### src/shared/oet_regs.vh
`ifndef OET_REGS_VH
`define OET_REGS_VH
// wishbone word offsets (byte addresses)
`define OET_ADDR_CTRL      8'h00
`define OET_ADDR_CMD       8'h04
`define OET_ADDR_STATUS    8'h08
`define OET_ADDR_IRQ_STAT  8'h0c
`define OET_ADDR_IRQ_EN    8'h10
`define OET_ADDR_IRQ_CLR   8'h14
`define OET_ADDR_PULSE     8'h18
// ctrl fields
`define OET_CTRL_INVERT    0
`define OET_CTRL_IGNORE    1
`define OET_CTRL_STANDBY   2
`define OET_CTRL_RESET     32'h0000_0000
// cmd fields (write 1 to act)
`define OET_CMD_ON         0
`define OET_CMD_OFF        1
`define OET_CMD_TRIG_SETUP 2
`define OET_CMD_LIST_CLEAR 3
// status fields
`define OET_ST_OUTPUT_ON   0
`define OET_ST_SHUTDOWN    1
`define OET_ST_STANDBY     2
`define OET_ST_TRIG_MODE   3
`define OET_ST_TRIG_ARMED  4
`define OET_ST_PULSE_BUSY  5
// event bits
`define OET_EV_TRIGGER     0
`define OET_EV_SHUTDOWN    1
`define OET_EV_STANDBY     2
`define OET_EV_OUT_CHANGE  3
`define OET_EV_WIDTH       4
// pulse register: bit 16 = active level, bits 15:0 = width in cycles
`define OET_PULSE_LEVEL    16
`define OET_PULSE_RESET    32'h0000_0064
// timing, microseconds and clock rate in MHz
`define OET_CLK_MHZ        100
`define OET_QUAL_US        100
`define OET_ONOFF_MAX_US   200000
`define OET_TRIG_MAX_US    500
`define OET_SD_MAX_US      100
`define OET_QUAL_CYC       (`OET_QUAL_US * `OET_CLK_MHZ)
`define OET_ONOFF_CYC      (`OET_ONOFF_MAX_US * `OET_CLK_MHZ)
`endif

### src/verilog/oet_io_ctrl.v
// Decided for this implementation: the Wishbone interface to the registers and the register offsets.
`timescale 1ns/1ps
`include "oet_regs.vh"
module oet_io_ctrl #(
  parameter QUAL_CYC = `OET_QUAL_CYC
) (
  input  wire        clk_i,
  input  wire        rst_i,
  input  wire        wb_cyc_i,
  input  wire        wb_stb_i,
  input  wire        wb_we_i,
  input  wire [7:0]  wb_adr_i,
  input  wire [3:0]  wb_sel_i,
  input  wire [31:0] wb_dat_i,
  output reg  [31:0] wb_dat_o,
  output wire        wb_ack_o,
  output wire        wb_err_o,
  input  wire        remote_on_off_i,
  input  wire        external_trigger_input_i,
  input  wire        shutdown_led_i,
  output reg         output_enable_o,
  output reg         fault_indicator_red_o,
  output reg         power_good_flag_o,
  output reg         output_off_flag_o,
  output reg         trigger_event_o,
  output wire        irq_o
);
  localparam CW = 24;

  // three-stage synchronisers; the level changes only when the last two stages agree
  reg [2:0] onoff_sync_ff;
  reg [2:0] trig_sync_ff;
  reg [2:0] sd_sync_ff;
  reg       onoff_lvl_ff;
  reg       trig_lvl_ff;
  reg       sd_lvl_ff;

  always @(posedge clk_i) begin
    if (rst_i) begin
      onoff_sync_ff <= 3'h7;
      trig_sync_ff  <= 3'h7;
      sd_sync_ff    <= 3'h0;
      onoff_lvl_ff  <= 1'b1;
      trig_lvl_ff   <= 1'b1;
      sd_lvl_ff     <= 1'b0;
    end else begin
      onoff_sync_ff <= {onoff_sync_ff[1:0], remote_on_off_i};
      trig_sync_ff  <= {trig_sync_ff[1:0], external_trigger_input_i};
      sd_sync_ff    <= {sd_sync_ff[1:0], shutdown_led_i};
      if (onoff_sync_ff[1] == onoff_sync_ff[2])
        onoff_lvl_ff <= onoff_sync_ff[2];
      if (trig_sync_ff[1] == trig_sync_ff[2])
        trig_lvl_ff <= trig_sync_ff[2];
      if (sd_sync_ff[1] == sd_sync_ff[2])
        sd_lvl_ff <= sd_sync_ff[2];
    end
  end

  // wishbone slave, single-cycle ack
  reg  [31:0] ctrl_ff;
  reg  [31:0] pulse_cfg_ff;
  reg  [3:0]  irq_en_ff;
  reg  [3:0]  irq_stat_ff;
  reg         ack_ff;
  wire        wb_req = wb_cyc_i & wb_stb_i & ~ack_ff;
  wire        wb_wr  = wb_req & wb_we_i;

  function hit;
    input [7:0] adr;
    input [7:0] want;
    begin
      hit = (adr == want);
    end
  endfunction

  wire mapped = hit(wb_adr_i, `OET_ADDR_CTRL) |
                hit(wb_adr_i, `OET_ADDR_CMD) |
                hit(wb_adr_i, `OET_ADDR_STATUS) |
                hit(wb_adr_i, `OET_ADDR_IRQ_STAT) |
                hit(wb_adr_i, `OET_ADDR_IRQ_EN) |
                hit(wb_adr_i, `OET_ADDR_IRQ_CLR) |
                hit(wb_adr_i, `OET_ADDR_PULSE);
  reg err_ff;
  assign wb_ack_o = ack_ff;
  assign wb_err_o = err_ff;

  wire wr_cmd = wb_wr & hit(wb_adr_i, `OET_ADDR_CMD) & wb_sel_i[0];
  wire cmd_output_on          = wr_cmd & wb_dat_i[`OET_CMD_ON];
  wire cmd_output_off         = wr_cmd & wb_dat_i[`OET_CMD_OFF];
  wire cmd_list_trigger_setup = wr_cmd & wb_dat_i[`OET_CMD_TRIG_SETUP];
  wire cmd_list_clear         = wr_cmd & wb_dat_i[`OET_CMD_LIST_CLEAR];

  wire ctl_invert  = ctrl_ff[`OET_CTRL_INVERT];
  wire ctl_ignore  = ctrl_ff[`OET_CTRL_IGNORE];
  wire ctl_standby = ctrl_ff[`OET_CTRL_STANDBY];

  // low qualification counters
  reg  [CW-1:0] onoff_cnt_ff;
  reg  [CW-1:0] trig_cnt_ff;
  reg           trig_armed_ff;
  reg           sd_latch_ff;
  reg           standby_ff;
  reg           out_on_ff;
  reg           trig_mode_ff;
  reg  [15:0]   pulse_cnt_ff;
  reg           pulse_lvl_ff;
  // width is captured with the level, so later writes wait for a new setup
  reg  [15:0]   pulse_wid_ff;

  wire onoff_asserted_low = ctl_invert ? onoff_lvl_ff : ~onoff_lvl_ff;
  wire onoff_low_q  = (onoff_cnt_ff >= QUAL_CYC[CW-1:0]);
  wire trig_low_q   = (trig_cnt_ff >= QUAL_CYC[CW-1:0]);
  wire trig_fire    = trig_low_q & trig_armed_ff;

  always @(posedge clk_i) begin
    if (rst_i) begin
      onoff_cnt_ff <= {CW{1'b0}};
      trig_cnt_ff  <= {CW{1'b0}};
    end else begin
      // glitches shorter than the window restart the count
      if (onoff_asserted_low & ~onoff_low_q)
        onoff_cnt_ff <= onoff_cnt_ff + 1'b1;
      else if (~onoff_asserted_low)
        onoff_cnt_ff <= {CW{1'b0}};
      if (~trig_lvl_ff & ~trig_low_q)
        trig_cnt_ff <= trig_cnt_ff + 1'b1;
      else if (trig_lvl_ff)
        trig_cnt_ff <= {CW{1'b0}};
    end
  end

  // trigger: one event per low, re-armed by high
  always @(posedge clk_i) begin
    if (rst_i) begin
      trig_armed_ff   <= 1'b1;
      trigger_event_o <= 1'b0;
    end else begin
      trigger_event_o <= trig_fire;
      if (trig_fire)
        trig_armed_ff <= 1'b0;
      else if (trig_lvl_ff)
        trig_armed_ff <= 1'b1;
    end
  end

  // output state; shutdown latch clears only on reset (power cycle)
  reg nxt_out_on;
  reg nxt_standby;
  always @* begin
    nxt_out_on  = out_on_ff;
    nxt_standby = standby_ff;
    if (ctl_ignore) begin
      if (cmd_output_on)
        nxt_out_on = 1'b1;
      if (cmd_output_off)
        nxt_out_on = 1'b0;
    end else if (ctl_standby) begin
      if (onoff_low_q) begin
        nxt_out_on  = 1'b0;
        nxt_standby = 1'b1;
      end else if (cmd_output_on) begin
        nxt_out_on  = 1'b1;
        nxt_standby = 1'b0;
      end else if (cmd_output_off) begin
        nxt_out_on = 1'b0;
      end
    end else begin
      // plain level mode: input follows within one qualify window
      nxt_standby = 1'b0;
      nxt_out_on  = ~onoff_low_q;
    end
    if (sd_latch_ff | sd_lvl_ff)
      nxt_out_on = 1'b0;
  end

  always @(posedge clk_i) begin
    if (rst_i) begin
      sd_latch_ff <= 1'b0;
      out_on_ff   <= 1'b0;
      standby_ff  <= 1'b0;
    end else begin
      if (sd_lvl_ff)
        sd_latch_ff <= 1'b1;
      out_on_ff  <= nxt_out_on;
      standby_ff <= nxt_standby;
    end
  end

  always @(posedge clk_i) begin
    if (rst_i) begin
      output_enable_o       <= 1'b0;
      fault_indicator_red_o <= 1'b0;
      power_good_flag_o     <= 1'b0;
    end else begin
      output_enable_o       <= nxt_out_on;
      fault_indicator_red_o <= sd_latch_ff | sd_lvl_ff;
      power_good_flag_o     <= ~(sd_latch_ff | sd_lvl_ff);
    end
  end

  // output-off flag: state mirror or programmed trigger pulse
  always @(posedge clk_i) begin
    if (rst_i) begin
      trig_mode_ff      <= 1'b0;
      pulse_cnt_ff      <= 16'h0000;
      pulse_lvl_ff      <= 1'b0;
      pulse_wid_ff      <= 16'h0000;
      output_off_flag_o <= 1'b1;
    end else begin
      if (cmd_list_clear)
        trig_mode_ff <= 1'b0;
      else if (cmd_list_trigger_setup) begin
        trig_mode_ff <= 1'b1;
        pulse_lvl_ff <= pulse_cfg_ff[`OET_PULSE_LEVEL];
        pulse_wid_ff <= pulse_cfg_ff[15:0];
      end
      if (trig_mode_ff & trig_fire)
        pulse_cnt_ff <= pulse_wid_ff;
      else if (pulse_cnt_ff != 16'h0000)
        pulse_cnt_ff <= pulse_cnt_ff - 16'h0001;
      if (trig_mode_ff)
        output_off_flag_o <= (pulse_cnt_ff != 16'h0000) ? pulse_lvl_ff
                                                        : ~pulse_lvl_ff;
      else
        output_off_flag_o <= ~nxt_out_on;
    end
  end

  // sticky events, set wins over clear
  wire [3:0] ev;
  assign ev[`OET_EV_TRIGGER]    = trig_fire;
  assign ev[`OET_EV_SHUTDOWN]   = sd_lvl_ff & ~sd_latch_ff;
  assign ev[`OET_EV_STANDBY]    = nxt_standby & ~standby_ff;
  assign ev[`OET_EV_OUT_CHANGE] = nxt_out_on ^ out_on_ff;
  wire wr_clr = wb_wr & hit(wb_adr_i, `OET_ADDR_IRQ_CLR) & wb_sel_i[0];

  genvar gi;
  generate
    for (gi = 0; gi < `OET_EV_WIDTH; gi = gi + 1) begin : g_irq
      always @(posedge clk_i) begin
        if (rst_i)
          irq_stat_ff[gi] <= 1'b0;
        else if (ev[gi])
          irq_stat_ff[gi] <= 1'b1;
        else if (wr_clr & wb_dat_i[gi])
          irq_stat_ff[gi] <= 1'b0;
      end
    end
  endgenerate
  assign irq_o = |(irq_stat_ff & irq_en_ff);

  // register writes and reads
  always @(posedge clk_i) begin
    if (rst_i) begin
      ctrl_ff      <= `OET_CTRL_RESET;
      pulse_cfg_ff <= `OET_PULSE_RESET;
      irq_en_ff    <= 4'h0;
      ack_ff       <= 1'b0;
      err_ff       <= 1'b0;
      wb_dat_o     <= 32'h0000_0000;
    end else begin
      ack_ff <= wb_req & mapped;
      err_ff <= wb_req & ~mapped;
      if (wb_wr & hit(wb_adr_i, `OET_ADDR_CTRL) & wb_sel_i[0])
        ctrl_ff[2:0] <= wb_dat_i[2:0];
      if (wb_wr & hit(wb_adr_i, `OET_ADDR_IRQ_EN) & wb_sel_i[0])
        irq_en_ff <= wb_dat_i[3:0];
      if (wb_wr & hit(wb_adr_i, `OET_ADDR_PULSE)) begin
        if (wb_sel_i[0]) pulse_cfg_ff[7:0]   <= wb_dat_i[7:0];
        if (wb_sel_i[1]) pulse_cfg_ff[15:8]  <= wb_dat_i[15:8];
        if (wb_sel_i[2]) pulse_cfg_ff[16]    <= wb_dat_i[16];
      end
      wb_dat_o <= 32'h0000_0000;
      if (wb_req & ~wb_we_i) begin
        case (wb_adr_i)
          `OET_ADDR_CTRL:     wb_dat_o <= {29'h0, ctrl_ff[2:0]};
          `OET_ADDR_STATUS:   wb_dat_o <= {26'h0, (pulse_cnt_ff != 16'h0000),
                                          trig_armed_ff, trig_mode_ff,
                                          standby_ff, sd_latch_ff, out_on_ff};
          `OET_ADDR_IRQ_STAT: wb_dat_o <= {28'h0, irq_stat_ff};
          `OET_ADDR_IRQ_EN:   wb_dat_o <= {28'h0, irq_en_ff};
          `OET_ADDR_PULSE:    wb_dat_o <= {15'h0, pulse_cfg_ff[16:0]};
          default:            wb_dat_o <= 32'h0000_0000;
        endcase
      end
    end
  end
endmodule // oet_io_ctrl

### config.mk
export PLATFORM = sky130hd
export DESIGN_NAME = oet_io_ctrl
export DESIGN_NICKNAME = d
export VERILOG_FILES = /design/src/verilog/oet_io_ctrl.v
export VERILOG_INCLUDE_DIRS = /design/src /design/src/shared
export SDC_FILE = /design/constraint.sdc
export NUM_CORES = 1
export LEC_CHECK = 0
export ABC_AREA = 1
export BUFFER_PORTS_ARGS = -buffer_cell sky130_fd_sc_hd__buf_2
export CAP_MARGIN = 20
export CORE_MARGIN = 4
export CORE_UTILIZATION = 50
export DETAILED_ROUTE_END_ITERATION = 8
export PLACE_DENSITY = 0.77
export SLEW_MARGIN = 10
export SYNTH_ARGS = -nofsm -noshare
export SYNTH_HDL_FRONTEND = slang
export SYNTH_SLANG_ARGS = --single-unit
### constraint.sdc
create_clock -name clk_i -period 5.18 [get_ports clk_i]
set_input_delay 0.518 -clock clk_i [delete_from_list [all_inputs] [get_ports clk_i]]
set_output_delay 0.518 -clock clk_i [all_outputs]
set_load 0.01 [all_outputs]
==> results of run 1 <==
## synthesized netlist by cell type (2+ instances only)
cell	instances	area [um2]
buf_2	5	25.0
inv_1	121	454
a21oi_2	12	105
nor2_2	11	68.8
xnor2_1	4	35.0
ha_1	5	62.6
nand4_1	12	75.1
nand2_1	90	338
o22ai_1	7	43.8
o211ai_1	2	15.0
o21ai_0	49	245
nand2_2	26	163
clkbuf_1	10	37.5
nand3_1	26	130
inv_2	6	22.5
nor3_4	2	32.5
nor2_4	3	33.8
nor3_2	2	20.0
nand3b_1	2	15.0
inv_4	2	12.5
buf_4	16	120
a21oi_1	74	370
a221oi_1	2	17.5
buf_1	2	7.51
nor2_1	85	319
nor3_1	20	100
or2_2	5	31.3
buf_6	2	22.5
o21ai_1	16	80.1
xor2_1	6	52.6
nand2_4	3	33.8
dfxtp_1	149	2980
a211oi_1	5	37.5
nand3_2	2	20.0
## metrics by stage
step	total power, mW	instance area (um2)	std cells	hold slack [ns]
finish	3.01	7220	1036	0.280
detailed placement	1.75	6600	1004	0.396
CTS	3.02	7220	1036	0.267
global placement	1.74	6600	1004	0.392
global route	3.15	7220	1036	0.281
floorplan	1.69	6320	811	0.388
## metal layers
metal | GRT usage | vias to the layer above | share of wire
met2 | 0.302 | 142 | 0.46
met1 | 0.244 | 2313 | 0.46
li1 | - | 2641 | -
met4 | 0.0880 | 0 | 0.024
met5 | 0 | - | 0
met3 | 0.0377 | 25 | 0.054
## state kept, by name, summed over array words and instances (netlist names), 4 cells and up
| register | count |
|---|---|
| irq_stat_ff | 4 |
| pulse_cnt_ff | 16 |
| pulse_cfg_ff | 17 |
| wb_dat_o | 17 |
| irq_en_ff | 4 |
| onoff_cnt_ff | 24 |
| trig_cnt_ff | 24 |
| pulse_wid_ff | 16 |
## critical path: stages
cell,delay (ns)
buf_2,0.10
buf_4,0.26
nor2_1,0.63
inv_1,0.42
o21ai_0,0.31
inv_1,0.06
## layout make-up
cell class / count / area [um2] / share of cell area
Timing Repair Buffer: 62 / 315 / 0.0437
Sequential cell: 149 / 2980 / 0.413
Inverter: 129 / 489 / 0.0678
Clock inverter: 13 / 174 / 0.0241
Multi-Input combinational cell: 496 / 2600 / 0.360
Clock buffer: 19 / 443 / 0.0614
Tap cell: 168 / 210 / 0.0291
## final timing paths
kind | end | slack (ns) | cells past startpoint
worst max-delay path | trig_lvl_ff | 3.17 | 6
worst min-delay path | onoff_sync_ff[0] | 0.28 | 2
worst max register to register | pulse_cfg_ff[4] | 3.17 | 8
worst min register to register | sd_sync_ff[1] | 0.40 | 2
## kinds of logic (layout without fill, tap and decap cells)
kind of cell,Yosys count,in the layout,share of synthesized area
compound gates,171,171,0.151
xor+xnor,10,10,0.0140
fa+ha+maj,5,5,0.00998
buf+inv,166,223,0.118
flops,149,149,0.476
other cells,1,15,0.000598
simple gates,295,295,0.231
## power by group
part	internal [mW]	leakage [nW]	switching, mW
Clock	0.777	0.291	0.494
Sequential	1.20	1.21	0.0380
Combinational	0.194	1.35	0.302
==> flow_summary.yaml, run 1 <==
route:
  drc: 0
  drt_iter0_markers: 317
  routed_wl_mm: 12.9
  ant_nets: 0
  drtPass1Iterations: 5
  vias_per_cell: 4.94
  dr_total_vias: 5121
  wire_per_inst_um: 12.4
final_layout:
  antennaDiodeCount: 0
  postLayoutCoreUtil: 0.593
  drive_gt1_frac: 0.196
  layout_common_cells: "dfxtp_1 (149), inv_1 (121), nand2_1 (90)"
  areaGrowthSynthToFinish_pct: 15.1
  fill_cells: 1101
  nNetsFinal: 912
  final_common_cell: "dfxtp_1"
yosys:
  synth_edf_count: 0
  netlist-cell-type-count: 47
  yosys_register_bits: 149
  postSynthAreaPerCell_um2: 7.87
  yosys_warnings: 0
  postSynthCellCount: 797
  synthFlopType: "dfxtp_1"
  syn_area_um2: 6270
  async_flop_share: 0
  yosysSeqAreaShare: 0.476
power:
  peakVddDrop_uv: 242
  p_leak_nw: 2.85
  power_density_nw_per_um2: 417
clock_network:
  h-tree-depth: 4
  cts_hold_buffers: 0
  path_clk_slew_ns: 0.06
  post_cts_buffers: 0
  numCtsBuffers: 17
  clock-sinks: 149
  cts_max_path_buffers: 2
  clock-root-buffer: "clkbuf_16"
  ctsResizeCount: 0
  cts_tree: "yes"
  clkLatencyLatePin_ns: 0.42
sta:
  period_share: 0.388
  fin_setup_tns_ns: 0
  timing.final.ws_setup_ns: 3.17
  worst_slew_pin_slew_ns: 0.733
  max_freq_ghz: 0.498
  rsz0062_at_grt: "false"
  finalHoldViolCount: 0
  period_minus_slack_ns: 2.01
  maxSlewViolCount: 0
  clock_skew_ns: 0.00934
  slew_headroom: 0.510
  setup_violations: 0
worst_setup_path:
  required_ns: 5.49
  r2r-start: "wb_ack_o"
  crit_type: "in -> reg"
  cp_max_fo: 37
  startpoint_type: "primary input"
  cp.arrival_ns: 2.32
  endpoint_kind: "flip-flop"
  cp-startpoint: "rst_i"
placement:
  place.gp.congestion: 0.852
  dpl_worst_slack_ns: 2.80
  io_buffers: 60
  post-dp-hpwl_mm: 8.85
global_routing:
  grt_max_degree: 49
  track_usage: 0.188
  grt.overflow.total: 0
  grt_pass1_wl_mm: 22.0
  grt_pass1_vias: 4854
  antenna_found_initial: 0
hold_path:
  worstHoldStart: "remote_on_off_i"
  hold_path.class: "in -> reg"
floorplan:
  core_area_um2: 12200
  die_h_um: 120
  dieArea_um2: 14400
  ios: 92
  chipWidth_um: 120
  start_util: 0.515
  num_rows: 40
status:
  status: "complete, no violations"
job:
  cap_viol_max_count: 0
Power figures use the tool's default switching activity.
==> run 2: changes to the inputs <==
- ABC_AREA: 1 -> 0
- PLACE_DENSITY: 0.77 -> 0.8
- clock period: 5.18 -> 1.7 ns (I/O delays scaled with it)
==> run 2 against run 1 <==
Compared with the run above: the flow now finishes with violations (negative setup slack); largest cell class is now multi-input gates; highest routed layer unchanged; via count rose by 12%; die area shrank 1.1%; final cell count fell by 3.0%; critical path depth shrank 1; clock skew rose by 0.0015 ns; critical endpoint is now trig_cnt_ff[5].
==> flow_summary.yaml, run 2 <==
hold_path:
  hold_path.class: "in -> reg"
global_routing:
  grt.overflow.total: 0
  track_usage: 0.246
  grt_max_degree: 30
  grt_pass1_vias: 5889
  antenna_found_initial: 0
  grt_pass1_wl_mm: 28.3
yosys:
  yosysSeqAreaShare: 0.481
  yosys-top-cells-count: "dfxtp_1 (149), nor2_1 (75), mux2i_1 (42)"
  syn_area_um2: 6200
  yosys_register_bits: 149
  netlist-cell-type-count: 59
  synth_edf_count: 0
  synth_area_leaders: "dfxtp_1 (48%), mux2i_1 (6.8%), nor2_1 (4.5%)"
  postSynthCellCount: 668
  synth_top_area_share: 0.481
  synthFlopType: "dfxtp_1"
  yosysMostFrequentCell: "dfxtp_1"
  postSynthAreaPerCell_um2: 9.28
  yosys_warnings: 0
  yosys.area.top_type: "dfxtp_1"
  async_flop_share: 0
final_layout:
  drive_gt1_frac: 0.313
  areaGrowthSynthToFinish_pct: 36.7
  fin_area_um2: 8470
  antennaDiodeCount: 0
  nNetsFinal: 881
  top_regs: "onoff_cnt_ff x24, trig_cnt_ff x24"
  postLayoutCoreUtil: 0.702
  layout_common_cells: "dfxtp_1 (145), buf_4 (83), nor2_1 (74)"
  final_common_cell: "dfxtp_1"
power:
  p_leak_nw: 3.48
  peakVddDrop_uv: 854
  power_density_nw_per_um2: 1160
  power_mw: 9.83
route:
  vias_per_cell: 5.72
  ant_nets: 0
  drc: 0
  wire_per_inst_um: 17.7
  routed_wl_mm: 17.7
  dr_total_vias: 5746
  drt_iter0_markers: 431
  drtPass1Iterations: 5
sta:
  rsz0062_at_grt: "true"
  timing.final.ws_setup_ns: -0.323
  period_minus_slack_ns: 2.02
  worst_slew_pin_slew_ns: 0.698
  finalHoldViolCount: 0
  setup_violations: 48
  maxSlewViolCount: 0
  period_share: 1.19
  slew_headroom: 0.534
  max_freq_ghz: 0.494
  clock_skew_ns: 0.0108
status:
  status: "finished with violations"
  violations: "negative setup slack"
worst_setup_path:
  worst_path_max_delay_cell: "or4_4"
  cp.arrival_ns: 2.38
  required_ns: 2.06
  crit_chain: "or4_4 -> a21o_4 -> a211o_4 -> or3_4 -> a21oi_2"
  startpoint_type: "flip-flop"
  endpoint_kind: "flip-flop"
  cpPeakStageDelay_ns: 0.54
  cp_max_fo: 7
  crit_type: "reg -> reg"
job:
  cap_viol_max_count: 0
floorplan:
  num_rows: 40
  core_area_um2: 12100
  start_util: 0.514
  chipWidth_um: 119
  die_h_um: 119
  dieArea_um2: 14200
  ios: 92
clock_network:
  clock-sinks: 149
  cts_max_path_buffers: 2
  clock-root-buffer: "clkbuf_16"
  h-tree-depth: 4
  path_clk_slew_ns: 0.06
  cts_tree: "yes"
  numCtsBuffers: 17
  clkLatencyLatePin_ns: 0.43
placement:
  post-dp-hpwl_mm: 10.7
  placed_area_um2: 7320
  place.gp.congestion: 0.880
  io_buffers: 60
run 2: final timing paths:
| check | from | endpoint | slack, ns | cells after the start |
|---|---|---|---|---|
| worst max register to register | trig_cnt_ff[6] | trig_cnt_ff[5] | -0.32 | 5 |
| worst max-delay path | trig_cnt_ff[6] | trig_cnt_ff[5] | -0.32 | 5 |
| worst min-delay path | wb_dat_i[7] | pulse_cfg_ff[7] | 0.01 | 3 |
| worst min register to register | onoff_sync_ff[0] | onoff_sync_ff[1] | 0.41 | 1 |
run 2: where the power goes:
part | internal, mW | total (mW) | switching, mW
Clock | 2.68 | 4.12 | 1.44
Combinational | 0.938 | 1.90 | 0.963
Sequential | 3.66 | 3.80 | 0.146
Total | 7.28 | 9.83 | 2.55
run 2: layout make-up:
class                           count  area, um2
Sequential cell                   149       2990
Inverter                           12       45.0
Fill cell                         822       3590
Clock buffer                       20        457
Clock inverter                     12        201
Tap cell                          168        210
Timing Repair Buffer              165       1170
Multi-Input combinational cell    479       3400
run 2: worst max-delay path: cells and delay by family, from the launching register on:
| family | cells | cell delay [ns] |
|---|---|---|
| flip-flops | 1 | 0.32 |
| AO/OA/AOI/OAI | 3 | 0.77 |
| AND/OR/NAND/NOR | 2 | 0.88 |
run 2: timing repair:
item | CTS | global route
cloned | 2 | 1
pin swaps | 19 | 11
endpoints found under the setup margin | 50 | 66
buffers inserted | 0 | 1
hold endpoints to repair | 13 | 0
hold buffers | 13 | 0
resized for setup | 35 | 32
run 2: per-layer routing:
layer / global-route usage / up-vias / wire [um]
li1: - / 2657 / -
met2: 0.431 / 246 / 9270
met1: 0.283 / 2781 / 6890
met3: 0.0551 / 62 / 957
met5: 0 / - / 0
met4: 0.117 / 0 / 622
run 2: stage by stage:
stage	setup slack, ns	TNS [ns]	instances	hold slack [ns]
6_report	-0.323	-9.85	1005	0.0104
5_1_grt	-0.351	-12.73	1005	0.0314
4_1_cts	-0.287	-8.53	1003	0.0107
3_5_place_dp	-0.400	-18.72	956	0.358
3_3_place_gp	-0.311	-15.12	956	0.360
2_1_floorplan	-0.275	-6.91	682	0.267
run 2: cell families (layout without fill, tap and decap cells):
logic type / count (synthesis) / count (layout) / synth area share
AND/OR/NAND/NOR: 277 / 277 / 0.237
other: 1 / 15 / 0.000605
XOR/XNOR: 25 / 25 / 0.0353
multiplexers: 42 / 42 / 0.0678
flip-flops: 149 / 149 / 0.481
buffers and inverters: 56 / 209 / 0.0478
AO/OA/AOI/OAI: 113 / 115 / 0.120
adder cells (fa/ha/maj): 5 / 5 / 0.0101
